==> src/hw/pcs_pkg.sv <==
// Shared constants and types for the PCM and control serial port
package pcs_pkg;
  localparam int         BYTE_W       = 8;
  localparam int         FIFO_DEPTH   = 4;
  localparam int         LATCH_N      = 6;
  localparam logic [3:0] BIT_LAST     = 4'h8;
  localparam logic [3:0] BIT_PENULT   = 4'h7;
  localparam int         CMD_READ_BIT = 0;
  localparam int         CMD_ONE_BIT  = 1;
  localparam logic [7:0] IDLE_BYTE    = 8'hff;

  typedef enum logic [1:0] {
    PCS_CTL_IDLE = 2'b00,
    PCS_CTL_CMD  = 2'b01,
    PCS_CTL_DATA = 2'b10,
    PCS_CTL_TAIL = 2'b11
  } pcs_ctl_t;
endpackage

==> src/hw/pcs_serial_port.sv <==
// PCM serial port, serial control port and transmit FIFO
`timescale 1ns/1ps

// ---------------------------------------------------------------
// Transmit FIFO
// ---------------------------------------------------------------
module pcs_fifo #(
  parameter int W = 8,
  parameter int D = 4
) (
  input  wire logic         core_clk,
  input  wire logic         rstn,
  input  wire logic [W-1:0] in_data,
  input  wire logic         in_valid,
  output logic              in_ready,
  output logic [W-1:0]      out_data,
  output logic              out_valid,
  input  wire logic         out_ready
);
  localparam int AW = (D > 1) ? $clog2(D) : 1;
  localparam int CW = $clog2(D + 1);

  logic [W-1:0]  mem [D];
  logic [AW-1:0] wp_r;
  logic [AW-1:0] rp_r;
  logic [CW-1:0] cnt_r;
  logic          push;
  logic          pop;

  // Refuse sizes the pointer logic cannot serve
  if (D < 2 || W < 1) begin : g_bad_size
    $error("pcs_fifo: depth below 2 or width below 1");
  end

  // Handshake terms
  assign in_ready  = (cnt_r != CW'(D));
  assign out_valid = (cnt_r != '0);
  assign push      = in_valid & in_ready;
  assign pop       = out_valid & out_ready;
  assign out_data  = mem[rp_r];

  // Storage
  always_ff @(posedge core_clk) begin
    if (push) begin
      mem[wp_r] <= in_data;
    end
  end

  // Pointers and fill level
  always_ff @(posedge core_clk) begin
    if (!rstn) begin
      wp_r  <= '0;
      rp_r  <= '0;
      cnt_r <= '0;
    end else begin
      if (push) begin
        wp_r <= (wp_r == AW'(D - 1)) ? '0 : wp_r + 1'b1;
      end
      if (pop) begin
        rp_r <= (rp_r == AW'(D - 1)) ? '0 : rp_r + 1'b1;
      end
      if (push && !pop) begin
        cnt_r <= cnt_r + 1'b1;
      end else if (pop && !push) begin
        cnt_r <= cnt_r - 1'b1;
      end
    end
  end
endmodule // pcs_fifo

// ---------------------------------------------------------------
// Port top
// ---------------------------------------------------------------
module pcs_serial_port
  import pcs_pkg::*;
#(
  parameter int DEPTH = FIFO_DEPTH,
  parameter int LN    = LATCH_N
) (
  input  wire logic          core_clk,
  input  wire logic          rstn,
  input  wire logic          pcm_bclk,
  input  wire logic          tx_frame_sync,
  input  wire logic          rx_frame_sync,
  input  wire logic [1:0]    pcm_rx_data,
  output logic               pcm_tx_data,
  output logic               pcm_tx_data_oe_n,
  output logic               tx_slot_indicator_n,
  input  wire logic          delayed_mode,
  input  wire logic          rx_port_sel,
  input  wire logic [7:0]    tx_word,
  input  wire logic          tx_valid,
  output logic               tx_ready,
  output logic [7:0]         rx_word,
  output logic               rx_valid,
  input  wire logic          control_clock,
  input  wire logic          control_select_n,
  input  wire logic          control_in,
  output logic               control_out,
  output logic               control_out_oe_n,
  output logic [7:0]         cmd_byte,
  output logic               cmd_valid,
  output logic [7:0]         ctl_wdata,
  output logic               ctl_wvalid,
  input  wire logic [7:0]    ctl_resp,
  input  wire logic [LN-1:0] latch_dir,
  input  wire logic [LN-1:0] interface_latch_pin_in,
  output logic [LN-1:0]      interface_latch_pin_out,
  output logic [LN-1:0]      interface_latch_pin_oe_n,
  output logic [LN-1:0]      latch_sample
);
  // Latch outputs are taken from one data byte
  if (LN < 1 || LN > BYTE_W) begin : g_bad_latch
    $error("pcs_serial_port: latch count out of range");
  end

  // ---------------------------------------------------------------
  // Pin synchronisers and edge detection
  // ---------------------------------------------------------------
  logic [7:0]    s1_r;
  logic [7:0]    s2_r;
  logic [7:0]    s3_r;
  logic [LN-1:0] l1_r;
  logic [LN-1:0] l2_r;

  // Two stages, third only for edges
  always_ff @(posedge core_clk) begin
    if (!rstn) begin
      s1_r <= 8'h02; // Idle pin levels: only select high
      s2_r <= 8'h02;
      s3_r <= 8'h02;
      l1_r <= '0;
      l2_r <= '0;
    end else begin
      s1_r <= {pcm_bclk, tx_frame_sync, rx_frame_sync, pcm_rx_data,
               control_clock, control_select_n, control_in};
      s2_r <= s1_r;
      s3_r <= s2_r;
      l1_r <= interface_latch_pin_in;
      l2_r <= l1_r;
    end
  end

  logic bclk_h;
  logic bclk_rise;
  logic bclk_fall;
  logic fsx_h;
  logic fsx_fall;
  logic fsr_h;
  logic rx_bit;
  logic control_clock_rise;
  logic control_clock_fall;
  logic cs_low;
  logic cs_fall;
  logic cs_rise;
  logic ci_bit;

  assign bclk_h    = s2_r[7];
  assign bclk_rise = s2_r[7] & ~s3_r[7];
  assign bclk_fall = ~s2_r[7] & s3_r[7];
  assign fsx_h     = s2_r[6];
  assign fsx_fall  = ~s2_r[6] & s3_r[6];
  assign fsr_h     = s2_r[5];
  assign rx_bit    = rx_port_sel ? s2_r[4] : s2_r[3];
  assign control_clock_rise = s2_r[2] & ~s3_r[2];
  assign control_clock_fall = ~s2_r[2] & s3_r[2];
  assign cs_low    = ~s2_r[1];
  assign cs_fall   = ~s2_r[1] & s3_r[1];
  assign cs_rise   = s2_r[1] & ~s3_r[1];
  assign ci_bit    = s2_r[0];

  // ---------------------------------------------------------------
  // Transmit path
  // ---------------------------------------------------------------
  logic [7:0] f_data;
  logic       f_valid;
  logic       tx_act_r;
  logic       tx_pend_r;
  logic       tx_arm_r;
  logic [3:0] tx_cnt_r;
  logic [7:0] tx_sh_r;
  logic [7:0] tx_load;
  logic       tx_start;
  logic       tx_rel;

  pcs_fifo #(.W(BYTE_W), .D(DEPTH)) u_fifo (
    .core_clk  (core_clk),
    .rstn      (rstn),
    .in_data   (tx_word),
    .in_valid  (tx_valid),
    .in_ready  (tx_ready),
    .out_data  (f_data),
    .out_valid (f_valid),
    .out_ready (tx_start)
  );

  // Slot start: both high, or rise after a sync seen in delayed mode
  assign tx_start = tx_arm_r & ~tx_act_r &
                    (delayed_mode ? (tx_pend_r & bclk_rise) : (bclk_h & fsx_h));
  assign tx_load  = f_valid ? f_data : IDLE_BYTE;
  // Release after bit eight
  assign tx_rel   = tx_act_r & (tx_cnt_r == BIT_LAST) &
                    ((bclk_fall & ~fsx_h) | (fsx_fall & ~bclk_h) | bclk_rise);

  // Slot sequencing and bit launch
  always_ff @(posedge core_clk) begin
    if (!rstn) begin
      tx_act_r            <= 1'b0;
      tx_pend_r           <= 1'b0;
      tx_arm_r            <= 1'b0;
      tx_cnt_r            <= '0;
      tx_sh_r             <= '0;
      pcm_tx_data         <= 1'b0;
      pcm_tx_data_oe_n    <= 1'b1;
      tx_slot_indicator_n <= 1'b1;
    end else begin
      if (!fsx_h && !tx_act_r) begin
        tx_arm_r <= 1'b1;
      end
      if (bclk_fall && fsx_h && tx_arm_r && !tx_act_r && delayed_mode) begin
        tx_pend_r <= 1'b1;
      end
      if (tx_start) begin
        tx_act_r            <= 1'b1;
        tx_arm_r            <= 1'b0;
        tx_pend_r           <= 1'b0;
        tx_cnt_r            <= 4'h1;
        pcm_tx_data         <= tx_load[7];
        tx_sh_r             <= {tx_load[6:0], 1'b0};
        pcm_tx_data_oe_n    <= 1'b0;
        tx_slot_indicator_n <= 1'b0;
      end else if (tx_rel) begin
        tx_act_r            <= 1'b0;
        pcm_tx_data_oe_n    <= 1'b1;
        tx_slot_indicator_n <= 1'b1;
      end else if (tx_act_r && bclk_rise) begin
        pcm_tx_data <= tx_sh_r[7];
        tx_sh_r     <= {tx_sh_r[6:0], 1'b0};
        tx_cnt_r    <= tx_cnt_r + 4'h1;
      end
    end
  end

  // ---------------------------------------------------------------
  // Receive path
  // ---------------------------------------------------------------
  logic       rx_act_r;
  logic       rx_arm_r;
  logic [3:0] rx_cnt_r;
  logic [7:0] rx_sh_r;
  logic [7:0] rx_nxt;

  assign rx_nxt = {rx_sh_r[6:0], rx_bit};

  // Capture on falling bit-clock edges
  always_ff @(posedge core_clk) begin
    if (!rstn) begin
      rx_act_r <= 1'b0;
      rx_arm_r <= 1'b0;
      rx_cnt_r <= '0;
      rx_sh_r  <= '0;
      rx_word  <= '0;
      rx_valid <= 1'b0;
    end else begin
      rx_valid <= 1'b0;
      if (!fsr_h && !rx_act_r) begin
        rx_arm_r <= 1'b1;
      end
      if (bclk_fall) begin
        if (!rx_act_r && fsr_h && rx_arm_r) begin
          rx_act_r <= 1'b1;
          rx_arm_r <= 1'b0;
          rx_cnt_r <= delayed_mode ? 4'h0 : 4'h1;
          rx_sh_r  <= rx_nxt;
        end else if (rx_act_r) begin
          rx_sh_r  <= rx_nxt;
          rx_cnt_r <= rx_cnt_r + 4'h1;
          if (rx_cnt_r == BIT_PENULT) begin
            rx_word  <= rx_nxt;
            rx_valid <= 1'b1;
            rx_act_r <= 1'b0;
          end
        end
      end
    end
  end

  // ---------------------------------------------------------------
  // Control port
  // ---------------------------------------------------------------
  pcs_ctl_t   ctl_r;
  logic [3:0] fall_cnt_r;
  logic [3:0] rise_cnt_r;
  logic [7:0] in_sh_r;
  logic [7:0] out_sh_r;
  logic       pre_r;
  logic [7:0] in_nxt;
  logic       is_read;

  assign in_nxt  = {in_sh_r[6:0], ci_bit};
  // Single-byte commands never reach the output driver
  assign is_read = cmd_byte[CMD_READ_BIT] & ~cmd_byte[CMD_ONE_BIT];

  // Byte framing, latch access and output driver
  always_ff @(posedge core_clk) begin
    if (!rstn) begin
      ctl_r                   <= PCS_CTL_IDLE;
      fall_cnt_r              <= '0;
      rise_cnt_r              <= '0;
      in_sh_r                 <= '0;
      out_sh_r                <= '0;
      pre_r                   <= 1'b0;
      cmd_byte                <= '0;
      cmd_valid               <= 1'b0;
      ctl_wdata               <= '0;
      ctl_wvalid              <= 1'b0;
      control_out             <= 1'b0;
      control_out_oe_n        <= 1'b1;
      latch_sample            <= '0;
      interface_latch_pin_out <= '0;
    end else begin
      cmd_valid  <= 1'b0;
      ctl_wvalid <= 1'b0;
      if (cs_rise) begin
        control_out_oe_n <= 1'b1;
        pre_r            <= 1'b0;
        if (!(ctl_r == PCS_CTL_DATA && fall_cnt_r == '0 && rise_cnt_r == '0)) begin
          ctl_r <= PCS_CTL_IDLE;
        end
      end else if (cs_fall) begin
        if (ctl_r == PCS_CTL_DATA) begin
          if (is_read) begin
            control_out_oe_n <= 1'b0;
            control_out      <= out_sh_r[7];
            out_sh_r         <= {out_sh_r[6:0], 1'b0};
            pre_r            <= 1'b1;
          end
        end else begin
          ctl_r      <= PCS_CTL_CMD;
          fall_cnt_r <= '0;
        end
      end else if (cs_low) begin
        if (control_clock_fall && ctl_r == PCS_CTL_CMD) begin
          in_sh_r    <= in_nxt;
          fall_cnt_r <= fall_cnt_r + 4'h1;
          if (fall_cnt_r == BIT_PENULT) begin
            cmd_byte     <= in_nxt;
            cmd_valid    <= 1'b1;
            latch_sample <= l2_r & ~latch_dir;
            out_sh_r     <= ctl_resp;
            fall_cnt_r   <= '0;
            rise_cnt_r   <= '0;
            ctl_r        <= in_nxt[CMD_ONE_BIT] ? PCS_CTL_TAIL : PCS_CTL_DATA;
          end
        end else if (control_clock_fall && ctl_r == PCS_CTL_DATA) begin
          in_sh_r    <= in_nxt;
          fall_cnt_r <= fall_cnt_r + 4'h1;
          if (fall_cnt_r == BIT_PENULT) begin
            ctl_wdata  <= in_nxt;
            ctl_wvalid <= 1'b1;
            ctl_r      <= PCS_CTL_TAIL;
            if (!is_read) begin
              interface_latch_pin_out <= in_nxt[LN-1:0];
            end
          end
        end
        if (control_clock_rise && is_read &&
            (ctl_r == PCS_CTL_DATA || ctl_r == PCS_CTL_TAIL)) begin
          if (rise_cnt_r == BIT_LAST) begin
            control_out_oe_n <= 1'b1;
          end else if (rise_cnt_r < BIT_LAST) begin
            rise_cnt_r <= rise_cnt_r + 4'h1;
            pre_r      <= 1'b0;
            if (!pre_r) begin
              control_out_oe_n <= 1'b0;
              control_out      <= out_sh_r[7];
              out_sh_r         <= {out_sh_r[6:0], 1'b0};
            end
          end
        end
      end
    end
  end

  // Latch pin direction
  always_ff @(posedge core_clk) begin
    if (!rstn) begin
      interface_latch_pin_oe_n <= '1;
    end else begin
      interface_latch_pin_oe_n <= ~latch_dir;
    end
  end
endmodule // pcs_serial_port

==> config.mk <==
export PLATFORM = sky130hd
export DESIGN_NAME = pcs_serial_port
export DESIGN_NICKNAME = d
export VERILOG_FILES = /design/src/hw/pcs_pkg.sv /design/src/hw/pcs_serial_port.sv
export SDC_FILE = /design/constraint.sdc
export NUM_CORES = 1
export LEC_CHECK = 0
export ABC_AREA = 1
export BUFFER_PORTS_ARGS = -buffer_cell sky130_fd_sc_hd__buf_2
export CAP_MARGIN = 10
export CELL_PAD_IN_SITES_DETAIL_PLACEMENT = 0
export CELL_PAD_IN_SITES_GLOBAL_PLACEMENT = 1
export CORE_ASPECT_RATIO = 2
export CORE_MARGIN = 2
export CORE_UTILIZATION = 43
export CTS_CLUSTER_DIAMETER = 40
export CTS_CLUSTER_SIZE = 30
export DETAILED_ROUTE_END_ITERATION = 10
export GPL_ROUTABILITY_DRIVEN = 0
export PLACE_DENSITY = 0.88
export SYNTH_ARGS = -nofsm -noshare
export SYNTH_HDL_FRONTEND = slang
export SYNTH_HIERARCHICAL = 1
export SYNTH_SLANG_ARGS = --single-unit
==> constraint.sdc <==
create_clock -name core_clk -period 3 [get_ports core_clk]
set_clock_uncertainty 0.05 [all_clocks]
set_input_delay 0.15 -clock core_clk [delete_from_list [all_inputs] [get_ports core_clk]]
set_output_delay 0.15 -clock core_clk [all_outputs]
set_load 0.005 [all_outputs]
# After elaboration in Yosys (flattened, before gate mapping)
# Memory sizes are Yosys's and may differ from the RTL's. A register that Yosys moved wholly into a read port is not among the register bits.
# Index checks and enable logic that the tools add are counted.
[classes] n_addsub=8 mul=0 div=0 n_lt_le_gt_ge=1 n_eq_ne=21 n_shift=0 n_mux=93 bitwise_logic=41 reduce_logical=58
[op_table] operator="8-bit two-way mux" n=14
[op_table] operator="4-bit two-way mux" n=13
[op_table] operator="1-bit two-way mux" n=47
[op_table] operator="7-bit two-way mux" n=4
[op_table] operator="2-bit two-way mux" n=13
[op_table] operator="1-bit NOT" n=19
[op_table] operator="1-bit AND" n=18
[op_table] operator="6-bit AND reduction" n=3
[op_table] operator="1-bit logical AND" n=17
[op_table] operator="4-bit by 1-bit adder with 4-bit output (second input constant)" n=4
[op_table] operator="4-bit AND reduction" n=4
[op_table] operator="2-bit nonzero test" n=7
[op_table] operator="3-bit nonzero test" n=4
[op_table] operator="5-bit AND reduction" n=2
[op_table] operator="2-bit == test (second input constant)" n=4
[op_table] operator="4-bit by 3-bit == test with 1-bit output (second input constant)" n=2
[op_table] operator="4-bit == test (second input constant)" n=2
[op_table] operator="4-bit logical NOT" n=2
[op_table] operator="2-bit by 1-bit != test with 1-bit output (second input constant)" n=4
[op_table] operator="2-bit != test (second input constant)" n=4
[op_table] operator="8-bit AND reduction" n=1
[op_table] operator="7-bit AND reduction" n=1
[op_table] operator="6-bit AND" n=1
[op_table] operator="1-bit logical NOT" n=6
[op_table] operator="other kinds (19)" n=26
[word_totals] reg_bits=145 latchBits=0 ram_bits=32 rom_bits=0 n_memories=1
[mem_list] memory="u_fifo.mem" words=4 width=8 read_ports=1 rd_ports_with_merged_regs=1 write_ports=1 line="pcs_serial_port.sv:23" text="logic [W-1:0] mem [D];"

# Longest topological paths before layout
[logic_depth] word_depth=10 mapped_depth=16 mapped_depth_nobuf=15

# By module
# Netlist, hierarchy kept.
[by_module_without_submodules] module="pcs_serial_port" n_inst=1 cells_each=723 area_per_inst_um2=5519.0
[by_module_without_submodules] module="pcs_fifo" n_inst=1 cells_each=146 area_per_inst_um2=1690.4

# Worst setup path after synthesis
# Ideal clock, no wire load.
[synth_path] path_type="register -> register" start="reg s2_r[7]" end="reg u_fifo.cnt_r[2]" setup_time_ns=0.110 arrival_time_ns=1.887 required_ns=2.840 setup_slack_ns=0.954 stages_incl_launch_ff=16 n_path_buf=1 path_cell_list="dfxtp_1 -> a21oi_1 -> nor2_1 -> nand2_2 -> buf_6 -> inv_1 -> nand2_1 -> ha_1 -> inv_1 -> fa_1 -> inv_1 -> nand2_1 -> nand3_1 -> nand2_1 -> inv_1 -> nor2_1"
[synth_between] elab_chain_cells=8 elab_cells_between_ends=11 cone_classes="mux (2); bitwise (5); reduce/logical (4)"
[synth_lines] element="start, declared" line="pcs_serial_port.sv:121" text="logic [7:0] s2_r;"
[synth_lines] element="start signal, assigned" line="pcs_serial_port.sv:137" text="s2_r <= s1_r;"
[synth_lines] element="1-bit AND" line="pcs_serial_port.sv:159" text="assign bclk_rise = s2_r[7] & ~s3_r[7];"
[synth_lines] element="1-bit AND" line="pcs_serial_port.sv:199" text="(delayed_mode ? (tx_pend_r & bclk_rise) : (bclk_h & fsx_h));"
[synth_lines] element="1-bit two-way mux *" line="pcs_serial_port.sv:199"
[synth_lines] element="1-bit AND *" line="pcs_serial_port.sv:198" text="assign tx_start = tx_arm_r & ~tx_act_r &"
[synth_lines] element="via tx_start" line="pcs_serial_port.sv:183" text="logic tx_start;"
[synth_lines] element="1-bit AND *" line="pcs_serial_port.sv:39" text="assign pop = out_valid & out_ready;"
[synth_lines] element="1-bit logical NOT" line="pcs_serial_port.sv:62" text="if (push && !pop) begin"
[synth_lines] element="1-bit logical AND" line="pcs_serial_port.sv:62"
[synth_lines] element="3-bit two-way mux / 2-bit nonzero test (equally long branches)"
[synth_lines] element="end signal, assigned" line="pcs_serial_port.sv:63" text="cnt_r <= cnt_r + 1'b1;"
[synth_lines] element="end signal, assigned" line="pcs_serial_port.sv:65" text="cnt_r <= cnt_r - 1'b1;"
[synth_lines] element="end, declared" line="pcs_serial_port.sv:26" text="logic [CW-1:0] cnt_r;"
# Mark *: on every way through the listed nets, which the timed path passes. The rest lies on a longest branch.
# A chain may end at the register's enable or synchronous reset.

# Worst setup path in the final report
[layout_path] start="reg s2_r[1]" end="reg control_out"
[layout_between] elab_chain_cells=4 elab_cells_between_ends=13 cone_classes="eq/ne (5); mux (1); bitwise (4); reduce/logical (3)"
[layout_lines] element="1-bit NOT (no source line) *"
[layout_lines] element="1-bit AND *" line="pcs_serial_port.sv:168" text="assign cs_fall = ~s2_r[1] & s3_r[1];"
[layout_lines] element="via cs_fall" line="pcs_serial_port.sv:154" text="logic cs_fall;"
[layout_lines] element="2-bit by 1-bit != test with 1-bit output (no source line) (tied with other cells)"
[layout_lines] element="8-bit AND reduction (no source line)"
[layout_lines] element="end signal, assigned" line="pcs_serial_port.sv:334" text="control_out <= out_sh_r[7];"
[layout_lines] element="end signal, assigned" line="pcs_serial_port.sv:376" text="control_out <= out_sh_r[7];"
[layout_lines] element="end, declared" line="pcs_serial_port.sv:99" text="output logic control_out,"
# Marks and branches as above.

==> run summary <==
Crit Reg-Reg Startpoint -> s2_r[1]$_SDFF_PN1_
Cells after Synth -> 869
io pins -> 92
drt via density -> 4.77
DRC viols -> 0
Least-Margin Pin Slew -> 0.939 ns
Seq/Total Area, Yosys -> 0.530
Critical Path End Type -> flip-flop
hold path cells -> 3
non-filler cells in the finished layout -> 1205
die height -> 187 µm
HP Class -> input port to flip-flop
Final Hold Viols -> 0
Synth Cell Area -> 7210 µm²
maximum VDD drop -> 0.401 mV
fmax -> 459 MHz
clk root buf -> clkbuf_16
TritonCTS clock tree -> yes
R2R setup slack -> 0.82 ns
ANT cells -> 0
Place WS -> 0.822 ns
TritonCTS sink count -> 175
H-tree Lvls -> 4
FF-to-FF path depth -> 8
WP data required -> 3.26 ns
share of cells above drive strength 1 -> 0.163
Hold Crit Start -> rstn
max-cap viol count -> 0
startpoint class of the critical path -> flip-flop
CORE AREA -> 16600 µm²
cell row count -> 67
Synth area leaders -> dfxtp_1, edfxtp_1, nand2_1
Mapped Nets -> 930
postcts setup bufs -> 0
RSZ-0062 raised after global routing -> no
final setup vio count -> 0
worst skew pair latency -> 0.42 ns
Max Fanout on Critical Path -> 11
first-pass GRT wire length -> 24.8 mm
cell taking the most area after synthesis -> dfxtp_1
Max clock buf depth -> 2
final wirelength -> 14.8 mm
WL/cell -> 12.3 µm
Cell variety after synth -> 42
Layout area overhead -> 20.1%
vias -> 5753
TritonCTS Buffers -> 17
yosys warns -> 6
Slew Limit Fails -> 0
1st-pass router iterations -> 5
Final Cycle Share -> 0.726
global route overflow -> 0
Die Area -> 17900 µm²
Initial Utilization -> 0.434
Synth top area share -> 0.397
Total Routing Usage GR -> 0.172
#FFs+latches synth -> 175
largest net degree at the start of global routing -> 99
outcome -> finished clean
power per cell area -> 581 nW/µm²
Die Wd -> 95.6 µm
LEAKAGE -> 0.00390 µW
Starting DRT DRC Count -> 313
crit path DAT -> 2.43 ns
worst reg2reg endpoint -> control_out$_SDFFE_PN0P_
Min-Delay Endpoint -> tx_sh_r[2]$_SDFFE_PN0P_
antenna-violating nets left -> 0
setup ws final -> 0.822 ns
Port Buffers -> 91
crit path kind -> flip-flop to flip-flop
Tmin final -> 2.18 ns
Placed Instances -> 1143
placed wire-length estimate -> 9.94 mm
setup tns final -> 0 ns
syn_area_per_cell -> 8.30 µm²
Clk pin slew, worst setup/hold paths -> 0.06 ns
initial antenna violation count -> 0
number of global-route vias before repair -> 5448
Final nets -> 1047
slew margin rel. -> 0.374
## what timing repair did
action	4_1_cts	5_1_grt
endpoints found under the hold margin	61	0
hold buffers	31	0
resized for setup	0	0
## metrics by stage
step | hold WS [ns] | utilization | area, µm² | power, µW
finish | 0.0435 | 0.522 | 8660 | 5030
global route | 0.0490 | 0.522 | 8660 | 5240
CTS | 0.0272 | 0.522 | 8660 | 5090
detailed placement | 0.283 | 0.469 | 7780 | 2920
global placement | 0.279 | 0.469 | 7780 | 2910
floorplan | 0.162 | - | 7210 | 2810
## flip-flops by register name, indices dropped and copies added, names as in the netlist, 7 cells and up, named ones only
signal and count:
cmd_byte 8, tx_sh_r 7, rx_sh_r 7, s2_r 8
in_sh_r 7, ctl_wdata 8, u_fifo/mem 32, s1_r 8
rx_word 8, out_sh_r 8
## critical path, stage by stage (launching register included)
cell     delay, ns
dfxtp_1       0.51
inv_2         0.16
ha_1          0.39
nand2_1       0.14
nand2_2       0.09
nor2_4        0.21
nand3_2       0.24
o21ai_0       0.22
nor2_1        0.06
## layout make-up
class                           count  area (µm²)
Tap cell                          207         259
Clock buffer                       19         454
Clock inverter                     12         120
Sequential cell                   175        3820
Fill cell                        1551        7940
Multi-Input combinational cell    554        2790
Inverter                          113         425
Timing Repair Buffer              125         788
## Yosys cell counts
cell,n
nand2_1,154
dfxtp_1,143
nor2_1,112
inv_1,107
a21oi_1,69
o21ai_0,53
nand3_1,52
edfxtp_1,32
ha_1,19
o21ai_1,12
nand2_2,10
nand3b_1,9
nor3_1,9
clkbuf_1,8
o22ai_1,8
buf_6,7
buf_2,6
nand4_1,5
nor2_2,5
o21ai_2,5
buf_1,4
inv_2,3
nand3_2,3
nor2_4,3
or2_0,3
or2_1,3
or2_2,3
a31oi_1,2
buf_4,2
clkinv_1,2
nor3_2,2
o21bai_1,2
xnor2_1,2
xor2_1,2
a21boi_0,1
and2_1,1
clkinv_2,1
fa_1,1
mux2_2,1
nand2_4,1
nand3_4,1
nor3_4,1
## layout by cell type (no fill, tap or decap), drive strengths merged, types with 8 or more instances in the layout
cell type    Yosys  routed
edfxtp          32      32
nand3b           9       9
nor2           120     120
or2              9       9
clkbuf           8      19
nand2          165     165
nand3           56      56
inv            110     117
nor3            12      12
dfxtp          143     143
a21oi           69      69
o22ai            8       8
o21ai           70      70
dlygate4sd3      0      31
ha              19      19
buf             19      94
## layer usage
layer | global-route usage | wire, µm
met1 | 0.231 | 6820
met2 | 0.271 | 7220
met3 | 0.0330 | 632
met4 | 0.0665 | 138
met5 | 0 | 0
## worst max-delay path by stage
stage,startpoint,to,depth (start not counted)
2_1_floorplan,s2_r[7]$_SDFF_PN0_,u_fifo/cnt_r[2]$_SDFFE_PN0P_,15
3_3_place_gp,s2_r[1]$_SDFF_PN1_,control_out$_SDFFE_PN0P_,8
3_5_place_dp,s2_r[1]$_SDFF_PN1_,control_out$_SDFFE_PN0P_,8
4_1_cts,s2_r[1]$_SDFF_PN1_,control_out$_SDFFE_PN0P_,8
5_1_grt,s2_r[1]$_SDFF_PN1_,out_sh_r[4]$_SDFFE_PN0P_,9
6_report,s2_r[1]$_SDFF_PN1_,control_out$_SDFFE_PN0P_,8
## power by group
part           total, µW  internal, µW  switching (µW)
registers           2520          2470            43.4
logic                377           147             230
clock network       2140          1210             929
## kinds of logic after synthesis
group | share of synthesized area
mux | 0.00156
xor+xnor | 0.00486
fa+ha+maj | 0.0358
buf+inv | 0.0824
simple gates | 0.234
compound gates | 0.111
flops | 0.530
(Power assumes the default switching activity.)
